**src/rtl/swpf_pkg.sv**
```systemverilog
// package: register map, timing counts and state types of the sleep and power-fail logic
// What this block does
// - wake pin wakes any Sx, no status
// - or all pme messages into one status
// - pme status with enable raises sci
// - power return state follows loss policy bit
// - button status cleared while deep power low
// - alarm enable kept, alarm status cleared
// - power-good falls set two failure flags
// - pme cannot wake after loss; reset clears
// - deep entry needs engine off plus policy
// - warn, wait acknowledge, then sleep suspend well
// - enabled deep wake releases suspend well
// - deep wakes: alarm, button, pin, wake alarm
// - ac rise leaves battery-only deep, stays Sx
// - ac fall after that re-enters deep
// - engine-enabled ac acts as engine wake
// - button debounced by 16 ms filter
// - falling edges ignored 16 ms or 500 us
// - stretch holds wake; pending press wakes later
// - override stretched to 9 s during stretch
// - extend only after graceful entry, not power-up
// - four second hold forces S5 from S0 or Sx, not from warn or deep
package swpf_pkg;

    // =========================================
    // timing
    localparam int unsigned CLK_MHZ = 100;
    localparam int unsigned PB_DEB_MS = 16;
    localparam int unsigned PB_FAST_US = 500;
    localparam int unsigned OVR_SHORT_S = 4;
    localparam int unsigned OVR_LONG_S = 9;
    localparam int unsigned PB_DEB_CYC = PB_DEB_MS * CLK_MHZ * 1000;
    localparam int unsigned PB_FAST_CYC = PB_FAST_US * CLK_MHZ;
    localparam int unsigned OVR_SHORT_CYC = OVR_SHORT_S * CLK_MHZ * 1000000;
    localparam int unsigned OVR_LONG_CYC = OVR_LONG_S * CLK_MHZ * 1000000;

    // =========================================
    // register offsets
    localparam int ADDR_W = 8;
    localparam logic [7:0] OFF_CTRL = 8'h00;
    localparam logic [7:0] OFF_STAT = 8'h04;
    localparam logic [7:0] OFF_CMD = 8'h08;
    localparam logic [7:0] OFF_STATE = 8'h0C;
    localparam logic [31:0] CTRL_RST = 32'h00000000;
    localparam logic [31:0] CTRL_MASK = 32'h00203FFF;

    // =========================================
    // control fields
    localparam int C_AFTER = 0;
    localparam int C_DBMODE = 1;
    localparam int C_POL = 2;
    localparam int C_PCIEN = 8;
    localparam int C_PMEEN = 9;
    localparam int C_RTCEN = 10;
    localparam int C_WAKDIS = 11;
    localparam int C_WADT = 12;
    localparam int C_MEAC = 13;
    localparam int C_RTCDS = 21;

    // =========================================
    // status fields, write one to clear
    localparam int S_PCIE = 0;
    localparam int S_PB = 1;
    localparam int S_RTC = 2;
    localparam int S_CFLR = 3;
    localparam int S_DFLR = 4;
    localparam int S_PME = 5;
    localparam int S_GPE = 6;
    localparam int STAT_W = 7;

    // =========================================
    // command fields and sleep codes
    localparam int K_CYC = 2;
    localparam logic [1:0] SX_S0 = 2'h0;
    localparam logic [1:0] SX_S3 = 2'h1;
    localparam logic [1:0] SX_S4 = 2'h2;
    localparam logic [1:0] SX_S5 = 2'h3;

    typedef enum logic [2:0] {ST_G3, ST_S0, ST_SX, ST_WARN, ST_DEEP} swpf_state_t;

endpackage : swpf_pkg

```
**src/rtl/swpf_sync3.sv**
```systemverilog
// module: three-flop pin synchroniser that accepts a level once two stages agree
`timescale 1ns/1ns
`default_nettype none

module swpf_sync3 #(
    parameter int W = 1,
    parameter logic [W-1:0] INIT = '0
) (
    // clock and reset
    input wire logic clk,
    input wire logic nrst,
    // pins and clean levels
    input wire logic [W-1:0] d,
    output logic [W-1:0] q
);

    logic [W-1:0] ff1_reg;
    logic [W-1:0] ff2_reg;
    logic [W-1:0] ff3_reg;
    logic [W-1:0] q_reg;
    logic [W-1:0] q_next;
    logic [W-1:0] agree;

    // take a bit only where stages two and three agree
    always_comb begin
        agree = ff2_reg ~^ ff3_reg;
        q_next = (q_reg & ~agree) | (ff2_reg & agree);
    end

    // stage chain
    always_ff @(posedge clk or negedge nrst) begin
        if (!nrst) begin
            ff1_reg <= INIT;
            ff2_reg <= INIT;
            ff3_reg <= INIT;
            q_reg <= INIT;
        end else begin
            ff1_reg <= d;
            ff2_reg <= ff1_reg;
            ff3_reg <= ff2_reg;
            q_reg <= q_next;
        end
    end

    assign q = q_reg;

endmodule : swpf_sync3

`default_nettype wire

```
**src/rtl/swpf_ctrl.sv**
```systemverilog
// module: sleep state, deep sleep and power-fail controller with button filter
//
// The address map and the address-and-strobe port were decided locally.
`timescale 1ns/1ns
`default_nettype none

module swpf_ctrl
    import swpf_pkg::*;
#(
    parameter int unsigned DEB_CYC = PB_DEB_CYC,
    parameter int unsigned FAST_CYC = PB_FAST_CYC,
    parameter int unsigned OVR_SHORT = OVR_SHORT_CYC,
    parameter int unsigned OVR_LONG = OVR_LONG_CYC,
    parameter int PME_PORTS = 4
) (
    // clock and rtc-well reset
    input wire logic clk,
    input wire logic nrst,
    // register port
    input wire logic [ADDR_W-1:0] reg_addr,
    input wire logic [31:0] reg_wdata,
    input wire logic reg_wr,
    input wire logic reg_rd,
    output logic [31:0] reg_rdata,
    // power pins
    input wire logic core_power_good,
    input wire logic deep_well_power_good,
    input wire logic resume_well_reset_n,
    // wake pins
    input wire logic power_button_n,
    input wire logic pcie_wake_n,
    input wire logic pme_n,
    input wire logic rtc_alarm,
    input wire logic wake_alarm_event,
    input wire logic ac_adapter_present,
    // platform handshake
    input wire logic suspend_acknowledge_n,
    output logic suspend_warning_n,
    output logic suspend_well_sleep_n,
    // on-chip sources
    input wire logic [PME_PORTS-1:0] pme_msg_ports,
    input wire logic pme_msg_cpu,
    input wire logic me_off,
    input wire logic stretch_active,
    // sleep outputs and event
    output logic sleep_s3_n,
    output logic sleep_s4_n,
    output logic sleep_s5_n,
    output logic sci
);

    // =========================================
    // pin synchronisers
    localparam int P_PB = 0;
    localparam int P_WAKE = 1;
    localparam int P_PME = 2;
    localparam int P_RTC = 3;
    localparam int P_WADT = 4;
    localparam int P_AC = 5;
    localparam int P_ACK = 6;
    localparam int P_CPG = 7;
    localparam int P_DPG = 8;
    localparam int P_RSM = 9;
    localparam int NPIN = 10;
    localparam logic [NPIN-1:0] PIN_IDLE = 10'h047;

    logic [NPIN-1:0] pin_s;
    logic [NPIN-1:0] prev_reg;

    swpf_sync3 #(.W(NPIN), .INIT(PIN_IDLE)) u_sync (
        .clk(clk),
        .nrst(nrst),
        .d({resume_well_reset_n, deep_well_power_good, core_power_good,
            suspend_acknowledge_n, ac_adapter_present, wake_alarm_event,
            rtc_alarm, pme_n, pcie_wake_n, power_button_n}),
        .q(pin_s)
    );

    // deep policy of one sleep state under the present supply
    function automatic logic deep_pol(input logic [5:0] pol, input logic [1:0] sx,
                                      input logic ac);
        logic dc_en;
        logic ac_en;
        dc_en = 1'b0;
        ac_en = 1'b0;
        case (sx)
            SX_S3: begin
                dc_en = pol[0];
                ac_en = pol[1];
            end
            SX_S4: begin
                dc_en = pol[2];
                ac_en = pol[3];
            end
            SX_S5: begin
                dc_en = pol[4];
                ac_en = pol[5];
            end
            default: begin
                dc_en = 1'b0;
                ac_en = 1'b0;
            end
        endcase
        return ac_en | (~ac & dc_en);
    endfunction : deep_pol

    // =========================================
    // edges of clean levels
    logic pb_raw_fall;
    logic rtc_rise;
    logic pme_fall;
    logic ac_rise;
    logic cpg_fall;
    logic dpg_fall;

    assign pb_raw_fall = prev_reg[P_PB] & ~pin_s[P_PB];
    assign rtc_rise = ~prev_reg[P_RTC] & pin_s[P_RTC];
    assign pme_fall = prev_reg[P_PME] & ~pin_s[P_PME];
    assign ac_rise = ~prev_reg[P_AC] & pin_s[P_AC];
    assign cpg_fall = prev_reg[P_CPG] & ~pin_s[P_CPG];
    assign dpg_fall = prev_reg[P_DPG] & ~pin_s[P_DPG];

    // =========================================
    // registers of all groups
    logic [31:0] ctrl_reg, ctrl_next;
    logic [STAT_W-1:0] stat_reg, stat_next;
    logic [31:0] rdata_reg, rdata_next;
    logic pb_deb_reg, pb_deb_next;
    logic [31:0] deb_cnt_reg, deb_cnt_next;
    logic [31:0] lock_cnt_reg, lock_cnt_next;
    logic [31:0] ovr_cnt_reg, ovr_cnt_next;
    logic pb_pend_reg, pb_pend_next;
    swpf_state_t state_reg, state_next;
    logic [1:0] sx_reg, sx_next;
    logic [2:0] lost_reg, lost_next;
    logic ext_reg, ext_next;
    logic pmeblk_reg, pmeblk_next;
    logic wpend_reg, wpend_next;
    logic [5:0] out_reg, out_next;

    logic dbmode;
    logic press;
    logic pb_level;
    logic ovr_fire;
    logic [31:0] ovr_lim;
    logic wr_ctrl, wr_stat, wr_cmd;
    logic host_wake;
    logic deep_wake;
    logic ac_exit;

    assign dbmode = ctrl_reg[C_DBMODE];
    assign wr_ctrl = reg_wr && (reg_addr == OFF_CTRL);
    assign wr_stat = reg_wr && (reg_addr == OFF_STAT);
    assign wr_cmd = reg_wr && (reg_addr == OFF_CMD);

    // =========================================
    // power button filter, lockout and override
    always_comb begin
        logic cand;
        cand = 1'b0;
        pb_deb_next = pb_deb_reg;
        deb_cnt_next = 32'h00000000;
        if (pin_s[P_PB] != pb_deb_reg) begin
            if (deb_cnt_reg >= DEB_CYC - 1) begin
                pb_deb_next = pin_s[P_PB];
            end else begin
                deb_cnt_next = deb_cnt_reg + 32'h00000001;
            end
        end
        // fast mode acts before the filter
        cand = dbmode ? pb_raw_fall : (pb_deb_reg & ~pb_deb_next);
        press = cand && (lock_cnt_reg == 32'h00000000) && pin_s[P_DPG];
        if (press) begin
            lock_cnt_next = dbmode ? FAST_CYC : DEB_CYC;
        end else if (lock_cnt_reg != 32'h00000000) begin
            lock_cnt_next = lock_cnt_reg - 32'h00000001;
        end else begin
            lock_cnt_next = lock_cnt_reg;
        end
        pb_level = dbmode ? pin_s[P_PB] : pb_deb_reg;
        // long limit only while stretching after a graceful entry
        ovr_lim = (stretch_active && ext_reg) ? OVR_LONG : OVR_SHORT;
        ovr_fire = 1'b0;
        ovr_cnt_next = 32'h00000000;
        if (!pb_deb_reg && (state_reg == ST_S0 ||
            (state_reg == ST_SX && sx_reg != SX_S5))) begin
            ovr_cnt_next = ovr_cnt_reg + 32'h00000001;
            ovr_fire = (ovr_cnt_reg >= ovr_lim - 1);
        end
    end

    always_ff @(posedge clk or negedge nrst) begin
        if (!nrst) begin
            pb_deb_reg <= 1'b1;
            deb_cnt_reg <= 32'h00000000;
            lock_cnt_reg <= 32'h00000000;
            ovr_cnt_reg <= 32'h00000000;
            prev_reg <= PIN_IDLE;
        end else begin
            pb_deb_reg <= pb_deb_next;
            deb_cnt_reg <= deb_cnt_next;
            lock_cnt_reg <= lock_cnt_next;
            ovr_cnt_reg <= ovr_cnt_next;
            prev_reg <= pin_s;
        end
    end

    // =========================================
    // control and sticky status, set beats clear
    always_comb begin
        logic [STAT_W-1:0] set_v;
        logic [STAT_W-1:0] clr_v;
        set_v = '0;
        clr_v = wr_stat ? reg_wdata[STAT_W-1:0] : '0;
        ctrl_next = wr_ctrl ? (reg_wdata & CTRL_MASK) : ctrl_reg;
        set_v[S_PCIE] = (|pme_msg_ports) | pme_msg_cpu;
        set_v[S_PB] = press;
        set_v[S_RTC] = rtc_rise;
        set_v[S_CFLR] = cpg_fall;
        set_v[S_DFLR] = dpg_fall;
        set_v[S_PME] = pme_fall;
        set_v[S_GPE] = stat_reg[S_PCIE] & ctrl_reg[C_PCIEN];
        stat_next = (stat_reg & ~clr_v) | set_v;
        if (!pin_s[P_DPG]) begin
            stat_next[S_PB] = 1'b0;
            stat_next[S_RTC] = 1'b0;
        end
        if (!pin_s[P_RSM]) begin
            stat_next[S_PME] = 1'b0;
        end
    end

    always_ff @(posedge clk or negedge nrst) begin
        if (!nrst) begin
            ctrl_reg <= CTRL_RST;
            stat_reg <= '0;
        end else begin
            ctrl_reg <= ctrl_next;
            stat_reg <= stat_next;
        end
    end

    // =========================================
    // wake qualification
    always_comb begin
        host_wake = pb_pend_reg | wpend_reg | ~pin_s[P_WAKE]
            | (stat_reg[S_RTC] & ctrl_reg[C_RTCEN])
            | (stat_reg[S_PME] & ctrl_reg[C_PMEEN] & ~pmeblk_reg);
        deep_wake = press
            | (stat_reg[S_RTC] & ~ctrl_reg[C_RTCDS])
            | (~pin_s[P_WAKE] & ~ctrl_reg[C_WAKDIS])
            | (pin_s[P_WADT] & ctrl_reg[C_WADT]);
        ac_exit = ac_rise & (ctrl_reg[C_MEAC]
            | ~deep_pol(ctrl_reg[C_POL+5:C_POL], sx_reg, 1'b1));
    end

    // =========================================
    // sleep state machine
    always_comb begin
        logic [1:0] tgt;
        tgt = reg_wdata[1:0];
        state_next = state_reg;
        sx_next = sx_reg;
        lost_next = lost_reg;
        ext_next = ext_reg;
        pmeblk_next = pmeblk_reg;
        wpend_next = wpend_reg;
        pb_pend_next = pb_pend_reg | (press && state_reg != ST_S0);
        case (state_reg)
            ST_G3: begin
                pb_pend_next = 1'b0;
                if (pin_s[P_DPG]) begin
                    ext_next = 1'b0;
                    pmeblk_next = 1'b1;
                    if (!ctrl_reg[C_AFTER]) begin
                        state_next = ST_S0;
                        sx_next = SX_S0;
                    end else if (lost_reg[2]) begin
                        state_next = ST_DEEP;
                        sx_next = lost_reg[1:0];
                    end else begin
                        state_next = ST_SX;
                        sx_next = (lost_reg[1:0] == SX_S4) ? SX_S4 : SX_S5;
                    end
                end
            end
            ST_S0: begin
                pb_pend_next = 1'b0;
                if (ovr_fire) begin
                    state_next = ST_SX;
                    sx_next = SX_S5;
                end else if (wr_cmd && tgt != SX_S0) begin
                    state_next = ST_SX;
                    sx_next = tgt;
                    ext_next = 1'b1;
                    wpend_next = reg_wdata[K_CYC];
                end
            end
            ST_SX: begin
                if (ovr_fire) begin
                    sx_next = SX_S5;
                    pb_pend_next = 1'b0;
                    wpend_next = 1'b0;
                end else if (host_wake) begin
                    if (!stretch_active) begin
                        state_next = ST_S0;
                        sx_next = SX_S0;
                        pmeblk_next = 1'b0;
                        wpend_next = 1'b0;
                    end
                end else if (me_off &&
                             deep_pol(ctrl_reg[C_POL+5:C_POL], sx_reg, pin_s[P_AC])) begin
                    state_next = ST_WARN;
                end
            end
            ST_WARN: begin
                if (host_wake || !me_off) begin
                    state_next = ST_SX;
                end else if (!pin_s[P_ACK]) begin
                    state_next = ST_DEEP;
                end
            end
            ST_DEEP: begin
                if (deep_wake) begin
                    state_next = ST_SX;
                    ext_next = 1'b0;
                    wpend_next = 1'b1;
                end else if (ac_exit) begin
                    state_next = ST_SX;
                    ext_next = 1'b0;
                end
            end
            default: begin
                state_next = ST_G3;
            end
        endcase
        // deep well power loss wins over everything
        if (!pin_s[P_DPG] && state_reg != ST_G3) begin
            state_next = ST_G3;
            lost_next = {(state_reg == ST_DEEP || state_reg == ST_WARN), sx_reg};
            wpend_next = 1'b0;
        end
    end

    always_ff @(posedge clk or negedge nrst) begin
        if (!nrst) begin
            state_reg <= ST_G3;
            sx_reg <= SX_S0;
            lost_reg <= 3'h0;
            ext_reg <= 1'b0;
            pmeblk_reg <= 1'b1;
            wpend_reg <= 1'b0;
            pb_pend_reg <= 1'b0;
        end else begin
            state_reg <= state_next;
            sx_reg <= sx_next;
            lost_reg <= lost_next;
            ext_reg <= ext_next;
            pmeblk_reg <= pmeblk_next;
            wpend_reg <= wpend_next;
            pb_pend_reg <= pb_pend_next;
        end
    end

    // =========================================
    // registered pins and read data
    always_comb begin
        logic asleep;
        asleep = (state_next != ST_S0);
        out_next[0] = ~(state_next == ST_WARN || state_next == ST_DEEP);
        out_next[1] = ~(state_next == ST_DEEP || state_next == ST_G3);
        out_next[2] = ~asleep;
        out_next[3] = ~(asleep && (sx_next == SX_S4 || sx_next == SX_S5));
        out_next[4] = ~(asleep && sx_next == SX_S5);
        out_next[5] = stat_reg[S_GPE];
        rdata_next = 32'h00000000;
        if (reg_rd) begin
            case (reg_addr)
                OFF_CTRL: rdata_next = ctrl_reg;
                OFF_STAT: rdata_next = {{(32-STAT_W){1'b0}}, stat_reg};
                OFF_STATE: rdata_next = {25'h0000000, pb_level, stretch_active && ext_reg,
                                         state_reg, sx_reg};
                default: rdata_next = 32'h00000000;
            endcase
        end
    end

    always_ff @(posedge clk or negedge nrst) begin
        if (!nrst) begin
            out_reg <= 6'h1F;
            rdata_reg <= 32'h00000000;
        end else begin
            out_reg <= out_next;
            rdata_reg <= rdata_next;
        end
    end

    assign suspend_warning_n = out_reg[0];
    assign suspend_well_sleep_n = out_reg[1];
    assign sleep_s3_n = out_reg[2];
    assign sleep_s4_n = out_reg[3];
    assign sleep_s5_n = out_reg[4];
    assign sci = out_reg[5];
    assign reg_rdata = rdata_reg;

endmodule : swpf_ctrl

`default_nettype wire

```
**config.mk**
```make
export PLATFORM = sky130hd
export DESIGN_NAME = swpf_ctrl
export DESIGN_NICKNAME = d
export VERILOG_FILES = /design/src/rtl/swpf_pkg.sv /design/src/rtl/swpf_sync3.sv /design/src/rtl/swpf_ctrl.sv
export SDC_FILE = /design/constraint.sdc
export NUM_CORES = 1
export LEC_CHECK = 0
export BUFFER_PORTS_ARGS = -buffer_cell sky130_fd_sc_hd__buf_2
export CELL_PAD_IN_SITES_DETAIL_PLACEMENT = 2
export CELL_PAD_IN_SITES_GLOBAL_PLACEMENT = 2
export CORE_UTILIZATION = 42
export DETAILED_ROUTE_END_ITERATION = 10
export GPL_TIMING_DRIVEN = 1
export PLACE_DENSITY = 0.95
export SLEW_MARGIN = 20
export SYNTH_ARGS = -nofsm -noshare
export SYNTH_HDL_FRONTEND = slang
export SYNTH_HIERARCHICAL = 1
export SYNTH_SLANG_ARGS = --single-unit
```
**constraint.sdc**
```tcl
create_clock -name clk -period 4.37 [get_ports clk]
set_input_delay 0.437 -clock clk [delete_from_list [all_inputs] [get_ports clk]]
set_output_delay 0.437 -clock clk [all_outputs]
set_load 0.005 [all_outputs]
```
==> run_results.csv, run 1 <==
group,metric,value,unit
floorplan,ios,99,
synthesis,ys.flop_type,"dfrtp_1",
synthesis,ys_ff_latch,198,
power,leakagePower,4.41,nW
drt,remaining_drc_errors,0,
global_route,grt_overflow_total,0,
drt,drtAntennaViolNets,0,
cts,clk_pin_slew_worst_paths,90,ps
placed_design,place_congestion,0.773,
sta,slew_viol_final,0,
power,ir_worst_vdd,0.273,mV
synthesis,syn_inst,811,
floorplan,num_rows,52,
global_route,grt_max_degree,116,
drt,dr.max_layer_used,"met5",
final_layout,nets,964,
cts,cts_setup_buffers,0,
cts,cts-resized-gates,0,
global_route,grtUsageTotal,0.289,
drt,dr_wl_met2,16.6,mm
critical_path,start_kind,"flip-flop",
sta,rsz0062_at_grt,"false",
drt,vias,6836,
run_status,status,"complete, no violations",
floorplan,start_util,0.435,
critical_path,crit_fanout,8,
power,p_per_area,462,nW/um^2
synthesis,ys_types,76,
min_path,min_from,"pcie_wake_n",
sta,whs,71.9,ps
floorplan,coreArea,20500,um^2
cts,cts.sinks,198,
critical_path,critical_path_class,"flip-flop to flip-flop",
drt,routed_wl,30.2,mm
floorplan,dieArea,21800,um^2
sta,finalCriticalPeriod,3620,ps
sta,fmaxAchievable,276,MHz
critical_path,cp.arrival,4000,ps
floorplan,dieHeight,148,um
drt,drt-met1-wl,11.2,mm
synthesis,yosysWarnings,6,
synthesis,seq_area_frac_synth,0.559,
global_route,grt_pass1_vias,7832,
drt,wire_per_inst,25.8,um
sta,max_slew.worst_pin.slew,1040,ps
sta,tns,0,ps
job,maxCapViolCount,0,
cts,clockBufferDepth,2,
critical_path,required,4750,ps
cts,hold_buffers,0,
critical_path,r2r-start,"ext_reg$_DFFE_PN0P_",
sta,final.setup_skew,11.1,ps
critical_path,crit_path_start,"ext_reg$_DFFE_PN0P_",
cts,cts_buffers,17,
cts,tritoncts,"built",
drt,vias_per_cell,5.83,
final_layout,area_growth,13.9,%
global_route,antenna_found_initial,1,
synthesis,netlist.area_leader.share,0.486,
cts,clock_latency,450,ps
cts,ctsRootBufferMaster,"clkbuf_16",
placed_design,dp.final_hpwl,18.9,mm
synthesis,synth_top_area_cell,"dfrtp_1",
cts,cts_max_level,4,
sta,fin_crit_sh,0.828,
critical_path,crit_path_end_kind,"flip-flop",
synthesis,synth.area.top_cells,"dfrtp_1, dfstp_2, nor2_1",
drt,drt-pass1-iter-count,5,
global_route,grt_pass1_wl,46.9,mm
floorplan,die_x,148,um
sta,slew_headroom,0.300,
synthesis,avgSynthCellArea,11.0,um^2
min_path,worstHoldPathType,"input pin to flip-flop",
final_layout,drive_gt1_frac,0.208,
synthesis,synth_enable_flop_cells,0,
sta,finalSetupViolations,0,
drt,met3_length,999,um
sta,hold_violations,0,
drt,first_iter_violations,337,
placed_design,io_buffers,64,
synthesis,syn-cell-area,8920,um^2
synthesis,synthArstFlopShare,1.00,
layout by cell type (no fill, tap or decap), types with 20 or more instances in the layout:
| cell | instances |
|---|---|
| nor4_1 | 20 |
| buf_2 | 63 |
| xor2_1 | 32 |
| nor2_1 | 95 |
| dfrtp_1 | 173 |
| mux2_2 | 24 |
| xnor2_1 | 34 |
| nor3_1 | 25 |
| dfstp_2 | 25 |
| conb_1 | 28 |
| o21ai_0 | 27 |
| nand2_1 | 68 |
| nand3_1 | 30 |
| a21oi_1 | 28 |
cell usage after synthesis (6+ instances only):
cell type	number
nor4_1	20
dfrtp_1	173
and3_1	8
xnor2_1	34
o21ai_0	27
nand2b_1	9
mux2_2	24
nor3_1	26
inv_1	16
xor2_1	32
nand3_1	30
ha_1	15
or3_1	7
buf_4	17
nand2_1	68
and2_1	9
nand4_1	13
clkbuf_1	13
maj3_2	10
dfstp_2	25
nor2_1	95
a21oi_1	28
nor2b_1	10
a22oi_1	6
logic make-up (layout without fill, tap and decap cells):
group / after synthesis / after routing / share of synthesized area
flip-flops: 198 / 198 / 0.559
XOR/XNOR: 66 / 66 / 0.0648
buffers and inverters: 53 / 116 / 0.0317
adder cells (fa/ha/maj): 25 / 25 / 0.0337
multiplexers: 26 / 26 / 0.0326
AND/OR/NAND/NOR: 336 / 336 / 0.197
other: 1 / 29 / 0.000421
AO/OA/AOI/OAI: 106 / 106 / 0.0807
worst max-delay path: stages (launching register included):
cell      delay (ps)
dfrtp_1          420
nand2_1          230
inv_1            240
ha_1             370
a211oi_1         260
o21bai_1         100
o311ai_1         660
a31oi_4          270
o31ai_2          500
nand4_1          280
nand3_1          220
cell type report:
type	instances	area, um^2
tap	270	338
clock buffer	17	425
inverter	16	60.1
clock inverter	15	198
multi-input combinational	587	3770
sequential	198	4990
fill	2073	10300
antenna	1	2.50
timing repair buffer	68	375
layer usage:
layer	track usage	vias to the layer above
met5	0	-
met4	0.142	2
met3	0.0577	93
met2	0.533	194
met1	0.314	3610
li1	-	2937
where the power goes:
part / leakage [nW] / switching (mW) / internal [mW] / total, mW
registers: 2.52 / 0.242 / 2.03 / 2.27
logic: 1.59 / 0.472 / 0.272 / 0.744
clock network: 0.297 / 0.883 / 0.791 / 1.67
metrics by stage:
stage / worst slack [ps] / utilization / instances / total power [mW] / instance area (um^2)
2_1_floorplan: 1700 / - / 838 / 2.68 / 9020
3_5_place_dp: 780 / 0.464 / 1138 / 2.97 / 9510
4_1_cts: 720 / 0.494 / 1170 / 4.71 / 10100
5_1_grt: 582 / 0.495 / 1172 / 4.85 / 10200
6_report: 749 / 0.495 / 1172 / 4.69 / 10200
3_3_place_gp: 1070 / 0.464 / 1138 / 2.86 / 9510
path summary, 6_finish.rpt:
| kind | end | cells past startpoint | slack [ps] |
|---|---|---|---|
| max | out_reg[4]$_DFF_PN1_ | 10 | 750 |
| min | u_sync/ff1_reg[1]$_DFF_PN1_ | 1 | 70 |
| max reg2reg | out_reg[4]$_DFF_PN1_ | 10 | 750 |
| min reg2reg | u_sync/ff2_reg[2]$_DFF_PN1_ | 0 | 360 |
| max in group asynchronous | prev_reg[2]$_DFF_PN1_ | 2 | 3240 |
| min in group asynchronous | deb_cnt_reg[17]$_DFF_PN0_ | 1 | 120 |
(Power assumes the default switching activity.)
==> inputs of run 2 (changes only) <==
- CORE_UTILIZATION: 42 -> 35
- PLACE_DENSITY: 0.95 -> 0.86
- clock period: 4.37 -> 3.14 ns (I/O delays scaled with it)
==> run_results.csv, run 2 (synthesis results as in run 1) <==
group,metric,value,unit
critical_path,crit_fanout,6,
power,power.total,6.47,mW
sta,finalSetupViolations,0,
drt,drtAntennaViolNets,0,
critical_path,rrSetupSlack,200,ps
global_route,grtUsageTotal,0.203,
critical_path,start_kind,"flip-flop",
global_route,antenna_found_initial,1,
final_layout,drive_gt1_frac,0.219,
run_status,status,"complete, no violations",
sta,fin_crit_sh,0.935,
floorplan,num_rows,58,
critical_path,critical-path-slowest-cell,"o21ai_0",
global_route,grt_max_degree,65,
job,maxCapViolCount,0,
placed_design,place_inst,1216,
global_route,grt_overflow_total,0,
min_path,holdPathStages,2,
cts,cts.sinks,198,
floorplan,dieArea,26100,um^2
placed_design,io_buffers,64,
global_route,grt_pass1_vias,7427,
cts,tritoncts,"built",
min_path,worstHoldPathType,"input pin to flip-flop",
power,leakagePower,4.55,nW
final_layout,final_cells,1260,
sta,slew_headroom,0.498,
sta,slew_viol_final,0,
sta,max_slew.worst_pin.slew,751,ps
critical_path,crit_path_start,"ext_reg$_DFFE_PN0P_",
critical_path,required,3530,ps
floorplan,coreArea,25100,um^2
final_layout,area_growth,17.7,%
power,ir_worst_vdd,0.292,mV
cts,clk_pin_slew_worst_paths,90,ps
sta,final.setup_skew,12.0,ps
floorplan,ios,99,
sta,setup_ws,205,ps
drt,wire_per_inst,20.0,um
drt,first_iter_violations,262,
drt,remaining_drc_errors,0,
critical_path,crit_path_end_kind,"flip-flop",
drt,vias_per_cell,5.18,
critical_path,reg2reg_depth,11,
critical_path,worstPathCellList,"nand2_1 > inv_1 > buf_4 > ha_1 > a21oi_1 > a21boi_0 > o21ai_0 > a31oi_4 > o31ai_2 > nand4_1 > nand3_1",
critical_path,cp.arrival,3320,ps
sta,rsz0062_at_grt,"false",
min_path,min_from,"pme_msg_cpu",
power,p_per_area,617,nW/um^2
floorplan,dieHeight,162,um
cts,cts_setup_buffers,0,
final_layout,layout_commonest_cell,"dfrtp_1",
cts,clock_latency,460,ps
sta,fmaxAchievable,341,MHz
placed_design,place_congestion,0.800,
drt,routed_wl,25.2,mm
placed_design,dp.final_hpwl,17.2,mm
critical_path,r2r-start,"ext_reg$_DFFE_PN0P_",
sta,whs,75.2,ps
critical_path,critical_path_class,"flip-flop to flip-flop",
drt,vias,6532,
global_route,grt_pass1_wl,41.0,mm
critical_path,slowest_delay,520,ps
cts,cts_buffers,17,
sta,finalCriticalPeriod,2940,ps
cts,cts_max_level,4,
floorplan,start_util,0.355,
drt,drt-pass1-iter-count,4,
sta,tns,0,ps
sta,hold_violations,0,
final_layout,nets,992,
cts,ctsRootBufferMaster,"clkbuf_16",
floorplan,die_x,162,um
placed_design,dp_slack,100,ps
final_layout,mostFrequentLayoutCells,"dfrtp_1, nor2_1, nand2_1",
cts,clockBufferDepth,2,
run 2: changes by cell type in the layout (fill, tap and decap cells not counted), moves of 2 or more:
cell           delta
buf_4            +18
dlygate4sd3_1    +11
inv_16            +2
inv_6             -2
run 2: final timing paths:
| kind | to |
|---|---|
| worst min register to register | u_sync/ff2_reg[4]$_DFF_PN0_ |
| worst max register to register | out_reg[4]$_DFF_PN1_ |
| worst max-delay path | out_reg[4]$_DFF_PN1_ |
| min in group asynchronous | deb_cnt_reg[16]$_DFF_PN0_ |
| max in group asynchronous | u_sync/ff2_reg[1]$_DFF_PN1_ |
| worst min-delay path | stat_reg[0]$_DFF_PN0_ |
run 2: area by class of cell:
class	instances	area, um^2
fill	2653	14600
sequential	198	4990
multi-input combinational	587	3760
timing repair buffer	96	609
clock buffer	17	425
tap	330	413
clock inverter	15	229
inverter	16	60.1
antenna	1	2.50
run 2: layer usage:
metal / global-route usage / up-vias / share of wire
li1: - / 3005 / -
met1: 0.242 / 3401 / 0.41
met2: 0.369 / 90 / 0.55
met3: 0.0326 / 36 / 0.022
met4: 0.0656 / 0 / 0.018
met5: 0 / - / 0
run 2: where the power goes:
group / switching, mW / internal, mW / leakage, nW
sequential: 0.268 / 2.82 / 2.52
combinational: 0.611 / 0.410 / 1.72
clock: 1.23 / 1.13 / 0.315
run 2: per-stage QoR:
step / util / cell area, um^2
detailed placement: 0.387 / 9720
finish: 0.418 / 10500
global placement: 0.387 / 9720
CTS: 0.417 / 10500
global route: 0.418 / 10500
floorplan: - / 9020
run 2: critical path: cells and delay by family, from the launching register on:
kind                       cells  cell delay [ps]
AOI/OAI and AO/OA              5             1410
adders and majority gates      1              310
buffers and inverters          2              260
and+or+nand+nor                3              510
DFF                            1              380
run 2: what timing repair did:
item                                    in CTS  in global routing
endpoints found under the setup margin       0                  3
gates resized for setup                      0                  1
hold buffers                                11                  0
hold endpoints to repair                    62                  0
